===== config.mk =====
export PLATFORM = sky130hd
export DESIGN_NAME = dtm_trace_unit
export DESIGN_NICKNAME = d
export VERILOG_FILES = /design/src/core/dtm_sync2.v /design/src/core/dtm_queue.v /design/src/core/dtm_trace_unit.v
export VERILOG_INCLUDE_DIRS = /design/src /design/src/core
export SDC_FILE = /design/constraint.sdc
export NUM_CORES = 2
export LEC_CHECK = 0
export BUFFER_PORTS_ARGS = -buffer_cell sky130_fd_sc_hd__buf_4
export CORE_ASPECT_RATIO = 1.5
export CORE_UTILIZATION = 50
export DETAILED_ROUTE_END_ITERATION = 7
export GPL_ROUTABILITY_DRIVEN = 0
export HOLD_SLACK_MARGIN = 0.1
export PLACE_DENSITY_LB_ADDON = 0.08
export SETUP_SLACK_MARGIN = 0.5
export SLEW_MARGIN = 20
export SYNTH_ARGS = -nofsm -noshare
export SYNTH_HDL_FRONTEND = slang
export SYNTH_SLANG_ARGS = --single-unit

===== constraint.sdc =====
create_clock -name sys_clk_in -period 12.95 [get_ports sys_clk_in]
set_input_delay 1.9425 -clock sys_clk_in [delete_from_list [all_inputs] [get_ports sys_clk_in]]
set_output_delay 1.9425 -clock sys_clk_in [all_outputs]
set_load 0.02 [all_outputs]

===== src/core/dtm_defs.vh =====
// Constants for the DMA bus trace messaging block
`ifndef DTM_DEFS_VH
`define DTM_DEFS_VH
`define DTM_TC_WRITE 6'h05
`define DTM_TC_READ 6'h06
`define DTM_TC_ERROR 6'h08
`define DTM_TC_SYNC_WRITE 6'h0D
`define DTM_TC_SYNC_READ 6'h0E
`define DTM_TC_WATCH 6'h0F
`define DTM_EC_DATA 5'h02
`define DTM_EC_WATCH 5'h06
`define DTM_EC_BOTH 5'h08
`define DTM_SZ_BYTE 3'h0
`define DTM_SZ_HALF 3'h1
`define DTM_SZ_WORD 3'h2
`define DTM_SZ_DOUBLE 3'h3
`define DTM_WHIT_ONE 4'h4
`define DTM_WHIT_TWO 4'h8
`define DTM_PERIODIC_SYNC 8'hFF
`define DTM_ERR_LEN 7'h0F
`define DTM_WATCH_LEN 7'h0E
`define DTM_FIXED_LEN 7'h0D
`define DTM_MSG_W 109
`define DTM_LEN_W 7
`endif


===== src/core/dtm_sync2.v =====
// Two flip-flop synchroniser for one pin level
module dtm_sync2 (
	input wire sys_clk_in,
	input wire sys_rst_in,
	input wire d_in,
	output reg q_out
);
	reg stage;
	// First stage is read only by the second
	always @(posedge sys_clk_in or posedge sys_rst_in) begin
		if (sys_rst_in) begin
			stage <= 1'b0;
			q_out <= 1'b0;
		end else begin
			stage <= d_in;
			q_out <= stage;
		end
	end
endmodule


===== src/core/dtm_queue.v =====
// Message queue: stores message words with their lengths, in order
module dtm_queue #(
	parameter DEPTH_LOG2 = 3
) (
	input wire sys_clk_in,
	input wire sys_rst_in,
	input wire clr_in,
	input wire push_in,
	input wire [108:0] msg_in,
	input wire [6:0] len_in,
	input wire pop_in,
	output wire [108:0] msg_out,
	output wire [6:0] len_out,
	output wire empty_out,
	output wire full_out
);
	localparam DEPTH = 1 << DEPTH_LOG2;
	reg [108:0] mem_msg [0:DEPTH-1];
	reg [6:0] mem_len [0:DEPTH-1];
	reg [DEPTH_LOG2:0] wr_ptr;
	reg [DEPTH_LOG2:0] rd_ptr;
	assign empty_out = (wr_ptr == rd_ptr);
	assign full_out = (wr_ptr[DEPTH_LOG2] != rd_ptr[DEPTH_LOG2]) &&
		(wr_ptr[DEPTH_LOG2-1:0] == rd_ptr[DEPTH_LOG2-1:0]);
	assign msg_out = mem_msg[rd_ptr[DEPTH_LOG2-1:0]];
	assign len_out = mem_len[rd_ptr[DEPTH_LOG2-1:0]];
	// Storage has no reset; pointers decide what is valid
	always @(posedge sys_clk_in) begin
		if (push_in && !full_out) begin
			mem_msg[wr_ptr[DEPTH_LOG2-1:0]] <= msg_in;
			mem_len[wr_ptr[DEPTH_LOG2-1:0]] <= len_in;
		end
	end
	// Pointers
	always @(posedge sys_clk_in or posedge sys_rst_in) begin
		if (sys_rst_in) begin
			wr_ptr <= {(DEPTH_LOG2+1){1'b0}};
			rd_ptr <= {(DEPTH_LOG2+1){1'b0}};
		end else if (clr_in) begin
			wr_ptr <= {(DEPTH_LOG2+1){1'b0}};
			rd_ptr <= {(DEPTH_LOG2+1){1'b0}};
		end else begin
			if (push_in && !full_out)
				wr_ptr <= wr_ptr + 1'b1;
			if (pop_in && !empty_out)
				rd_ptr <= rd_ptr + 1'b1;
		end
	end
endmodule


===== src/core/dtm_trace_unit.v =====
// DMA bus trace messaging: qualify, build, queue and serialise messages
//
// Functional notes
// - Trace only accesses made by the DMA engine
// - Data message: data, size, source, type, relative address
// - Full queue: discard until drained, then error
// - Error code 00010 data only, 01000 both
// - Error code 00110 when only watchpoints refused
// - Error message: 15 bits, type, source, code
// - Sync after reset and after trace enable
// - Sync after low power or debug exit
// - Sync after any queue overrun
// - Force sync after 255 unsynced messages
// - Event-in pin forces sync when permitted
// - Secure access lost, next message sync
// - Priority error, watchpoint, data; collision forces sync
// - Sync types 001101/001110 with full address
// - Test-port reset clears queue, sync, overflow and serialiser state
// - Trace enabled by mode field or watchpoint
// - One queue, sent strictly in order
// - Qualify by read/write select and range
// - Ignore aborts, fetches; drop data errors
// - Watchpoint message on either address match
// - Watchpoint message 14 bits, hit bits
// - Size 011 for eight bytes, no reserved codes
// - Size 000 byte, 001 half, 010 word
// - Plain types 5 write, 6 read
`include "dtm_defs.vh"
module dtm_trace_unit #(
	parameter DEPTH_LOG2 = 3,
	parameter MDO_W = 8,
	parameter [3:0] SOURCE_ID = 4'h0
) (
	// Clock and resets
	input wire sys_clk_in,
	input wire sys_rst_in,
	input wire test_port_reset_pin_in,
	// Configuration
	input wire module_enable_in,
	input wire [1:0] trace_mode_field_in,
	input wire trace_start_on_watch_in,
	input wire watch_msg_enable_in,
	input wire [1:0] rw_trace_select_one_in,
	input wire range_control_one_in,
	input wire [31:0] range_start_address_in,
	input wire [31:0] range_end_address_in,
	input wire watch_control_one_in,
	input wire watch_control_two_in,
	input wire [31:0] watch_address_one_in,
	input wire [31:0] watch_address_two_in,
	input wire [1:0] event_in_control_in,
	// System state
	input wire low_power_in,
	input wire debug_mode_in,
	input wire event_in_pin_in,
	// Bus snoop
	input wire bus_valid_in,
	input wire bus_dma_master_in,
	input wire bus_write_in,
	input wire bus_fetch_in,
	input wire bus_abort_signal_in,
	input wire bus_error_in,
	input wire bus_secure_in,
	input wire [2:0] bus_size_in,
	input wire [31:0] bus_addr_in,
	input wire [63:0] bus_data_in,
	// Auxiliary trace port
	output reg [MDO_W-1:0] trace_data_out_pins_out,
	output reg trace_valid_out,
	output reg trace_last_out,
	output reg trace_enabled_out
);
	// Width of a value with leading zeros removed, at least one
	function [6:0] dtm_width;
		input [63:0] v;
		integer i;
		begin
			dtm_width = 7'h01;
			for (i = 0; i < 64; i = i + 1)
				if (v[i])
					dtm_width = i[6:0] + 7'h01;
		end
	endfunction
	// Range test used for both the window and its complement
	function dtm_in_range;
		input [31:0] a;
		input [31:0] lo;
		input [31:0] hi;
		begin
			dtm_in_range = (a >= lo) && (a <= hi);
		end
	endfunction

	localparam ST_RUN = 1'b0;
	localparam ST_DRAIN = 1'b1;
	localparam TX_IDLE = 1'b0;
	localparam TX_SEND = 1'b1;

	wire evti_sync;
	wire tprst_sync;
	dtm_sync2 u_evti (
		.sys_clk_in(sys_clk_in),
		.sys_rst_in(sys_rst_in),
		.d_in(event_in_pin_in),
		.q_out(evti_sync)
	);
	dtm_sync2 u_tprst (
		.sys_clk_in(sys_clk_in),
		.sys_rst_in(sys_rst_in),
		.d_in(test_port_reset_pin_in),
		.q_out(tprst_sync)
	);

	reg tprst_d;
	reg evti_d;
	reg lp_d;
	reg dbg_d;
	reg trace_en;
	reg trace_en_d;
	reg watch_started;
	reg need_sync;
	reg [7:0] unsync_cnt;
	reg [31:0] last_addr;
	reg ovf_state;
	reg ref_data;
	reg ref_watch;
	reg tx_state;
	reg [108:0] tx_shift;
	reg [6:0] tx_left;

	// Negation of the test-port reset acts as a synchronous clear
	wire soft_clr = tprst_d && !tprst_sync;

	wire q_empty;
	wire q_full;
	wire [108:0] q_msg;
	wire [6:0] q_len;
	reg q_push;
	reg [108:0] q_in_msg;
	reg [6:0] q_in_len;
	wire q_pop = (tx_state == TX_IDLE) && !q_empty;

	dtm_queue #(
		.DEPTH_LOG2(DEPTH_LOG2)
	) u_queue (
		.sys_clk_in(sys_clk_in),
		.sys_rst_in(sys_rst_in),
		.clr_in(soft_clr),
		.push_in(q_push),
		.msg_in(q_in_msg),
		.len_in(q_in_len),
		.pop_in(q_pop),
		.msg_out(q_msg),
		.len_out(q_len),
		.empty_out(q_empty),
		.full_out(q_full)
	);

	// Access qualification
	wire bus_ok = bus_valid_in && bus_dma_master_in;
	wire cycle_ok = bus_ok && !bus_fetch_in && !bus_abort_signal_in;
	wire in_win = dtm_in_range(bus_addr_in, range_start_address_in, range_end_address_in);
	wire win_ok = range_control_one_in ? !in_win : in_win;
	wire rw_ok = bus_write_in ? rw_trace_select_one_in[1] : rw_trace_select_one_in[0];
	wire hit_one = watch_control_one_in && (bus_addr_in == watch_address_one_in);
	wire hit_two = watch_control_two_in && (bus_addr_in == watch_address_two_in);
	wire watch_hit = cycle_ok && (hit_one || hit_two);
	wire trace_now = trace_en || (trace_start_on_watch_in && watch_hit);
	wire dtm_cand = cycle_ok && trace_now && win_ok && rw_ok;
	wire dtm_req = dtm_cand && !bus_error_in && !bus_secure_in;
	wire wpm_req = watch_hit && watch_msg_enable_in && module_enable_in;
	wire evti_rise = evti_sync && !evti_d;
	wire evti_ok = module_enable_in && trace_en && (event_in_control_in != 2'h0);

	// Sync decision for the current data message
	wire is_sync = need_sync || (unsync_cnt == `DTM_PERIODIC_SYNC);
	wire [31:0] rel_addr = is_sync ? bus_addr_in : (bus_addr_in ^ last_addr);
	wire [6:0] addr_w = dtm_width({32'h00000000, rel_addr});
	wire [63:0] data_val = bus_data_in;
	wire [6:0] data_w = dtm_width(data_val);
	wire [5:0] dtm_tc = bus_write_in ?
		(is_sync ? `DTM_TC_SYNC_WRITE : `DTM_TC_WRITE) :
		(is_sync ? `DTM_TC_SYNC_READ : `DTM_TC_READ);
	// Reserved size codes never leave the block; wider ones clamp to eight bytes
	wire [2:0] size_code_field = (bus_size_in > `DTM_SZ_DOUBLE) ? `DTM_SZ_DOUBLE : bus_size_in;
	wire [108:0] addr_sh = {77'h0, rel_addr} << 13;
	wire [108:0] data_sh = {45'h0, data_val} << (addr_w + `DTM_FIXED_LEN);
	wire [108:0] dtm_msg = {96'h0, size_code_field, SOURCE_ID, dtm_tc} | addr_sh | data_sh;
	wire [6:0] dtm_len = `DTM_FIXED_LEN + addr_w + data_w;

	wire [3:0] whit = (hit_one ? `DTM_WHIT_ONE : 4'h0) | (hit_two ? `DTM_WHIT_TWO : 4'h0);
	wire [4:0] error_code_field = (ref_data && ref_watch) ? `DTM_EC_BOTH :
		(ref_watch ? `DTM_EC_WATCH : `DTM_EC_DATA);
	wire err_req = (ovf_state == ST_DRAIN) && q_empty;

	// Queue entry arbitration
	always @* begin
		q_push = 1'b0;
		q_in_msg = 109'h0;
		q_in_len = 7'h00;
		if (err_req) begin
			q_push = 1'b1;
			q_in_msg = {94'h0, error_code_field, SOURCE_ID, `DTM_TC_ERROR};
			q_in_len = `DTM_ERR_LEN;
		end else if (ovf_state == ST_RUN && wpm_req) begin
			q_push = 1'b1;
			q_in_msg = {95'h0, whit, SOURCE_ID, `DTM_TC_WATCH};
			q_in_len = `DTM_WATCH_LEN;
		end else if (ovf_state == ST_RUN && dtm_req) begin
			q_push = 1'b1;
			q_in_msg = dtm_msg;
			q_in_len = dtm_len;
		end
	end

	// A push against a full queue starts the drain
	wire overrun = (ovf_state == ST_RUN) && q_push && q_full;
	wire dtm_taken = (ovf_state == ST_RUN) && !err_req && !wpm_req && dtm_req && !q_full;
	wire dtm_lost_coll = dtm_req && (err_req || (wpm_req && ovf_state == ST_RUN));
	wire dtm_lost_sec = dtm_cand && bus_secure_in;

	// Edge detectors and trace enable
	always @(posedge sys_clk_in or posedge sys_rst_in) begin
		if (sys_rst_in) begin
			tprst_d <= 1'b0;
			evti_d <= 1'b0;
			lp_d <= 1'b0;
			dbg_d <= 1'b0;
			trace_en <= 1'b0;
			trace_en_d <= 1'b0;
			watch_started <= 1'b0;
			trace_enabled_out <= 1'b0;
		end else begin
			tprst_d <= tprst_sync;
			evti_d <= evti_sync;
			lp_d <= low_power_in;
			dbg_d <= debug_mode_in;
			trace_en_d <= trace_en;
			if (soft_clr)
				watch_started <= 1'b0;
			else if (trace_start_on_watch_in && watch_hit)
				watch_started <= 1'b1;
			trace_en <= module_enable_in &&
				((trace_mode_field_in != 2'h0) || watch_started);
			trace_enabled_out <= trace_en;
		end
	end

	// Sync bookkeeping: causes win over the clear by a taken message
	always @(posedge sys_clk_in or posedge sys_rst_in) begin
		if (sys_rst_in) begin
			need_sync <= 1'b1;
			unsync_cnt <= 8'h00;
			last_addr <= 32'h00000000;
		end else if (soft_clr) begin
			need_sync <= 1'b1;
			unsync_cnt <= 8'h00;
			last_addr <= 32'h00000000;
		end else begin
			if (dtm_taken) begin
				last_addr <= bus_addr_in;
				unsync_cnt <= is_sync ? 8'h00 : unsync_cnt + 8'h01;
			end
			if ((trace_en && !trace_en_d) ||
				(lp_d && !low_power_in) || (dbg_d && !debug_mode_in) ||
				overrun || (ovf_state == ST_DRAIN) ||
				(evti_rise && evti_ok) ||
				dtm_lost_sec || dtm_lost_coll)
				need_sync <= 1'b1;
			else if (dtm_taken)
				need_sync <= 1'b0;
		end
	end

	// Overflow state machine
	always @(posedge sys_clk_in or posedge sys_rst_in) begin
		if (sys_rst_in) begin
			ovf_state <= ST_RUN;
			ref_data <= 1'b0;
			ref_watch <= 1'b0;
		end else if (soft_clr) begin
			ovf_state <= ST_RUN;
			ref_data <= 1'b0;
			ref_watch <= 1'b0;
		end else begin
			case (ovf_state)
				ST_RUN: begin
					if (overrun) begin
						ovf_state <= ST_DRAIN;
						ref_data <= dtm_req && !wpm_req;
						ref_watch <= wpm_req;
					end
				end
				default: begin
					// Refused messages during the drain are only recorded
					if (err_req) begin
						ovf_state <= ST_RUN;
						ref_data <= 1'b0;
						ref_watch <= 1'b0;
					end else begin
						if (dtm_req)
							ref_data <= 1'b1;
						if (wpm_req)
							ref_watch <= 1'b1;
					end
				end
			endcase
		end
	end

	// Serialiser: MDO_W bits per cycle, low bits first
	always @(posedge sys_clk_in or posedge sys_rst_in) begin
		if (sys_rst_in) begin
			tx_state <= TX_IDLE;
			tx_shift <= 109'h0;
			tx_left <= 7'h00;
			trace_data_out_pins_out <= {MDO_W{1'b0}};
			trace_valid_out <= 1'b0;
			trace_last_out <= 1'b0;
		end else if (soft_clr) begin
			tx_state <= TX_IDLE;
			tx_left <= 7'h00;
			trace_data_out_pins_out <= {MDO_W{1'b0}};
			trace_valid_out <= 1'b0;
			trace_last_out <= 1'b0;
		end else begin
			case (tx_state)
				TX_IDLE: begin
					trace_valid_out <= 1'b0;
					trace_last_out <= 1'b0;
					trace_data_out_pins_out <= {MDO_W{1'b0}};
					if (q_pop) begin
						tx_shift <= q_msg;
						tx_left <= q_len;
						tx_state <= TX_SEND;
					end
				end
				default: begin
					trace_valid_out <= 1'b1;
					trace_data_out_pins_out <= tx_shift[MDO_W-1:0];
					tx_shift <= tx_shift >> MDO_W;
					if (tx_left <= MDO_W) begin
						trace_last_out <= 1'b1;
						tx_left <= 7'h00;
						tx_state <= TX_IDLE;
					end else begin
						trace_last_out <= 1'b0;
						tx_left <= tx_left - MDO_W[6:0];
					end
				end
			endcase
		end
	end
endmodule


==> impl_metrics.toml <==
[placement]
dpl_cell_area_um2 = 56500
dp_slack_ps = 4860
portBuffers = 262
place_hpwl_mm = 98.7
place_inst = 5153

[grt]
grt_use_total_pct = 28.3
grt_max_degree = 128
grt_use_met1_pct = 36.0
grt_busiest_layer = "met2"
grt_pass1_wl_mm = 220
met2_usage_pct = 46.5
grt_pass1_vias = 33900
grt.overflow.total = 0
grt_antenna_before_repair = 3
use_met3_pct = 3.92

[logic_synthesis]
synthCells = 3656
synth_edf_count = 928
ys_seq_elements = 1118
ys_seq_area_share_pct = 61.3
yosysTopAreaCell = "edfxtp_1"
yosys.area.top_type_share_pct = 52.4
ys_warn_count = 0
yosysMostFrequentCell = "edfxtp_1"
yosysUniqueCellTypes = 100
synth_nets = 3984
netlist_area_um2 = 53200
synth_commonest_cells = "928 x edfxtp_1, 300 x nand2_1, 289 x mux4_2, 267 x nor2_1, 260 x a21oi_1"
async_flop_share_pct = 17.0
synth-main-ff-cell = "edfxtp_1"
avgSynthCellArea_um2 = 14.5
ys_top_cells_by_area = "edfxtp_1 52%, mux4_2 12%, dfrtp_1 8.9%, mux2i_1 4.5%, a21oi_1 2.4%"

[final_layout]
finalNetCount = 4178
diodes = 0
drive_above_1_share_pct = 21.6
utilization_pct = 56.7
areaGrowthSynthToFinish_pct = 12.6
final_area_um2 = 59900
layout.cells.non_filler = 5345

[power]
intPower_mw = 6.55
leakage_nw = 21.7
combPwrFrac_pct = 22.7
power_mw = 9.25
cellPowerDensity_nw_per_um2 = 154
vdd.ir_drop.worst_mv = 0.131
p_sw_mw = 2.70
power_frac_clock_pct = 32.9
swShare_pct = 29.2
seq_power_share_pct = 44.4

[critical_path]
worstPathMaxFanout = 47
cpMaxStageDelayCell = "mux2i_1"
required_ps = 13350
critPathKind = "reg2reg"
max_stage_delay_ps = 720
cp_cell_sequence = "inv_1 > o211a_1 > xnor2_2 > and2_1 > and4_1 > nand4_1 > o21ai_4 > buf_4 > ha_4 > inv_1 > o21ai_0 > o41ai_4 > buf_4 > inv_2 > buf_4 > mux2i_1 > mux2i_1 > mux2i_1 > o21ai_0"
critPathBufInv = 6
cp.arrival_ps = 8080
setup.worst_path.start_class = "register"
cp-end-kind = "register"
crit_family = "buffers and inverters"

[sta]
period_share_pct = 59.3
finalSetupTns_ps = 0
relSlewSlack_pct = 16.5
holdWs_ps = 354
rsz0062_at_grt = "false"
worst_slew_pin_slew_ps = 1240
setup_viol = 0
skew_ps = 22.2
worst_slack_ps = 5260
period_minus_slack_ps = 7690
hold_viol_final = 0
fmax_mhz = 130
slew_violations = 0

[drt]
drc = 0
viasPerCell = 6.25
num_vias = 33400
drt_iter0_drc = 3099
routed_wirelength_mm = 150
wl_per_cell_um = 28.1
drt-pass1-iter-count = 7
antenna_left = 0

[floorplan]
die_area_um2 = 108000
io_pins = 263
core_um2 = 106000
core.rowCount = 146
dieHeight_um = 401
die_x_um = 268
initial_core_util_pct = 50.4

[cts]
tritoncts = "built"
cts_hold_repair.buffers = 0
ctsResizeCount = 0
post-cts-setup-buffers = 0
cts_root_buf = "clkbuf_16"
clock-sinks = 1118
clk_latency_ps = 710
clock_path_buffers = 3
cts_buffers = 101
htreeDepth = 3
path_clk_slew_ps = 60

[hold_path]
min_path_type = "reg2reg"

[outcome]
status = "complete, no violations"

[flow_run]
maxCapViolCount = 0
## flip-flops by register name (all words and copies together) (netlist names), 4 cells and up
name                     cells
u_queue.mem_msg            872
tx_shift                   109
u_queue.mem_len             56
last_addr                   32
trace_data_out_pins_out      8
unsync_cnt                   8
tx_left                      7
u_queue.rd_ptr               4
u_queue.wr_ptr               4
## layout make-up
cell class	count	area, um2
fill	8589	45700
timing repair buffer	324	2480
multi-input combinational	2201	19200
clock inverter	60	649
sequential	1118	32600
clock buffer	132	2770
inverter	104	408
tap	1406	1760
## worst reg2reg max path: stages, from the launching register on
cell	delay (ps)
dfstp_2	710
inv_1	550
o211a_1	360
xnor2_2	350
and2_1	190
and4_1	240
nand4_1	150
o21ai_4	190
buf_4	510
ha_4	310
inv_1	50
o21ai_0	300
o41ai_4	130
buf_4	300
inv_2	330
buf_4	580
mux2i_1	230
mux2i_1	720
mux2i_1	440
o21ai_0	720
## layout by cell type (no fill, tap or decap), types with 11 or more instances in the layout
| cell type | instances |
|---|---|
| xnor2_1 | 88 |
| clkinv_1 | 14 |
| a21oi_1 | 260 |
| nor2_1 | 261 |
| o21ai_1 | 18 |
| o22ai_1 | 22 |
| xor2_1 | 25 |
| a211oi_1 | 11 |
| clkbuf_8 | 13 |
| nor3_1 | 30 |
| a21o_1 | 28 |
| o211a_1 | 17 |
| o32ai_1 | 11 |
| nand3_1 | 32 |
| o31ai_1 | 15 |
| nor4_1 | 12 |
| nand2_1 | 300 |
| mux2i_1 | 239 |
| clkbuf_1 | 18 |
| clkbuf_16 | 101 |
| o21ai_0 | 176 |
| mux4_2 | 289 |
| nand4_1 | 29 |
| ha_1 | 74 |
| inv_1 | 98 |
| edfxtp_1 | 928 |
| buf_4 | 320 |
| a22oi_1 | 15 |
| a31oi_1 | 17 |
| mux4_1 | 12 |
| clkinv_2 | 20 |
| and3_1 | 19 |
| o211ai_1 | 15 |
| dfrtp_1 | 185 |
| nand2b_1 | 12 |
## logic make-up after synthesis
logic type               after synthesis  share of synthesized area [%]
multiplexers                         551                           17.6
buffers and inverters                337                           2.83
flip-flops                          1118                           61.3
AO/OA/AOI/OAI                        694                           8.03
AND/OR/NAND/NOR                      757                           6.23
XOR/XNOR                             123                           2.21
adder cells (fa/ha/maj)               76                           1.80
## final timing paths
path	start	endpoint	slack [ps]	cells past startpoint
hold reg to reg	u_tprst.stage$_DFF_PP0_	u_tprst.q_out$_DFF_PP0_	350	0
min in group asynchronous	sys_rst_in	last_addr[30]$_DFFE_PP0P_	1350	2
setup / recovery	need_sync$_DFFE_PP1P_	u_queue.mem_msg[7][61]$_DFFE_PP_	5260	19
setup reg to reg	need_sync$_DFFE_PP1P_	u_queue.mem_msg[7][61]$_DFFE_PP_	5260	19
max in group asynchronous	sys_rst_in	tx_shift[77]$_DFFE_PP0P_	10120	3
hold / removal	u_tprst.stage$_DFF_PP0_	u_tprst.q_out$_DFF_PP0_	350	0
## routing by layer
metal	part of all wire, %	vias up
met5	0	-
met4	6.0	0
met3	5.8	355
met2	49	1362
met1	39	17200
li1	-	14500
## power by group through the flow
stage	combinational, mW	clock (mW)	sequential, mW
3_3_place_gp	2.09	0	4.18
2_1_floorplan	1.59	0	4.07
3_5_place_dp	2.11	0	4.18
4_1_cts	2.11	3.10	4.11
5_1_grt	2.27	3.23	4.12
6_report	2.10	3.05	4.10
Power figures use the tool's default switching activity.
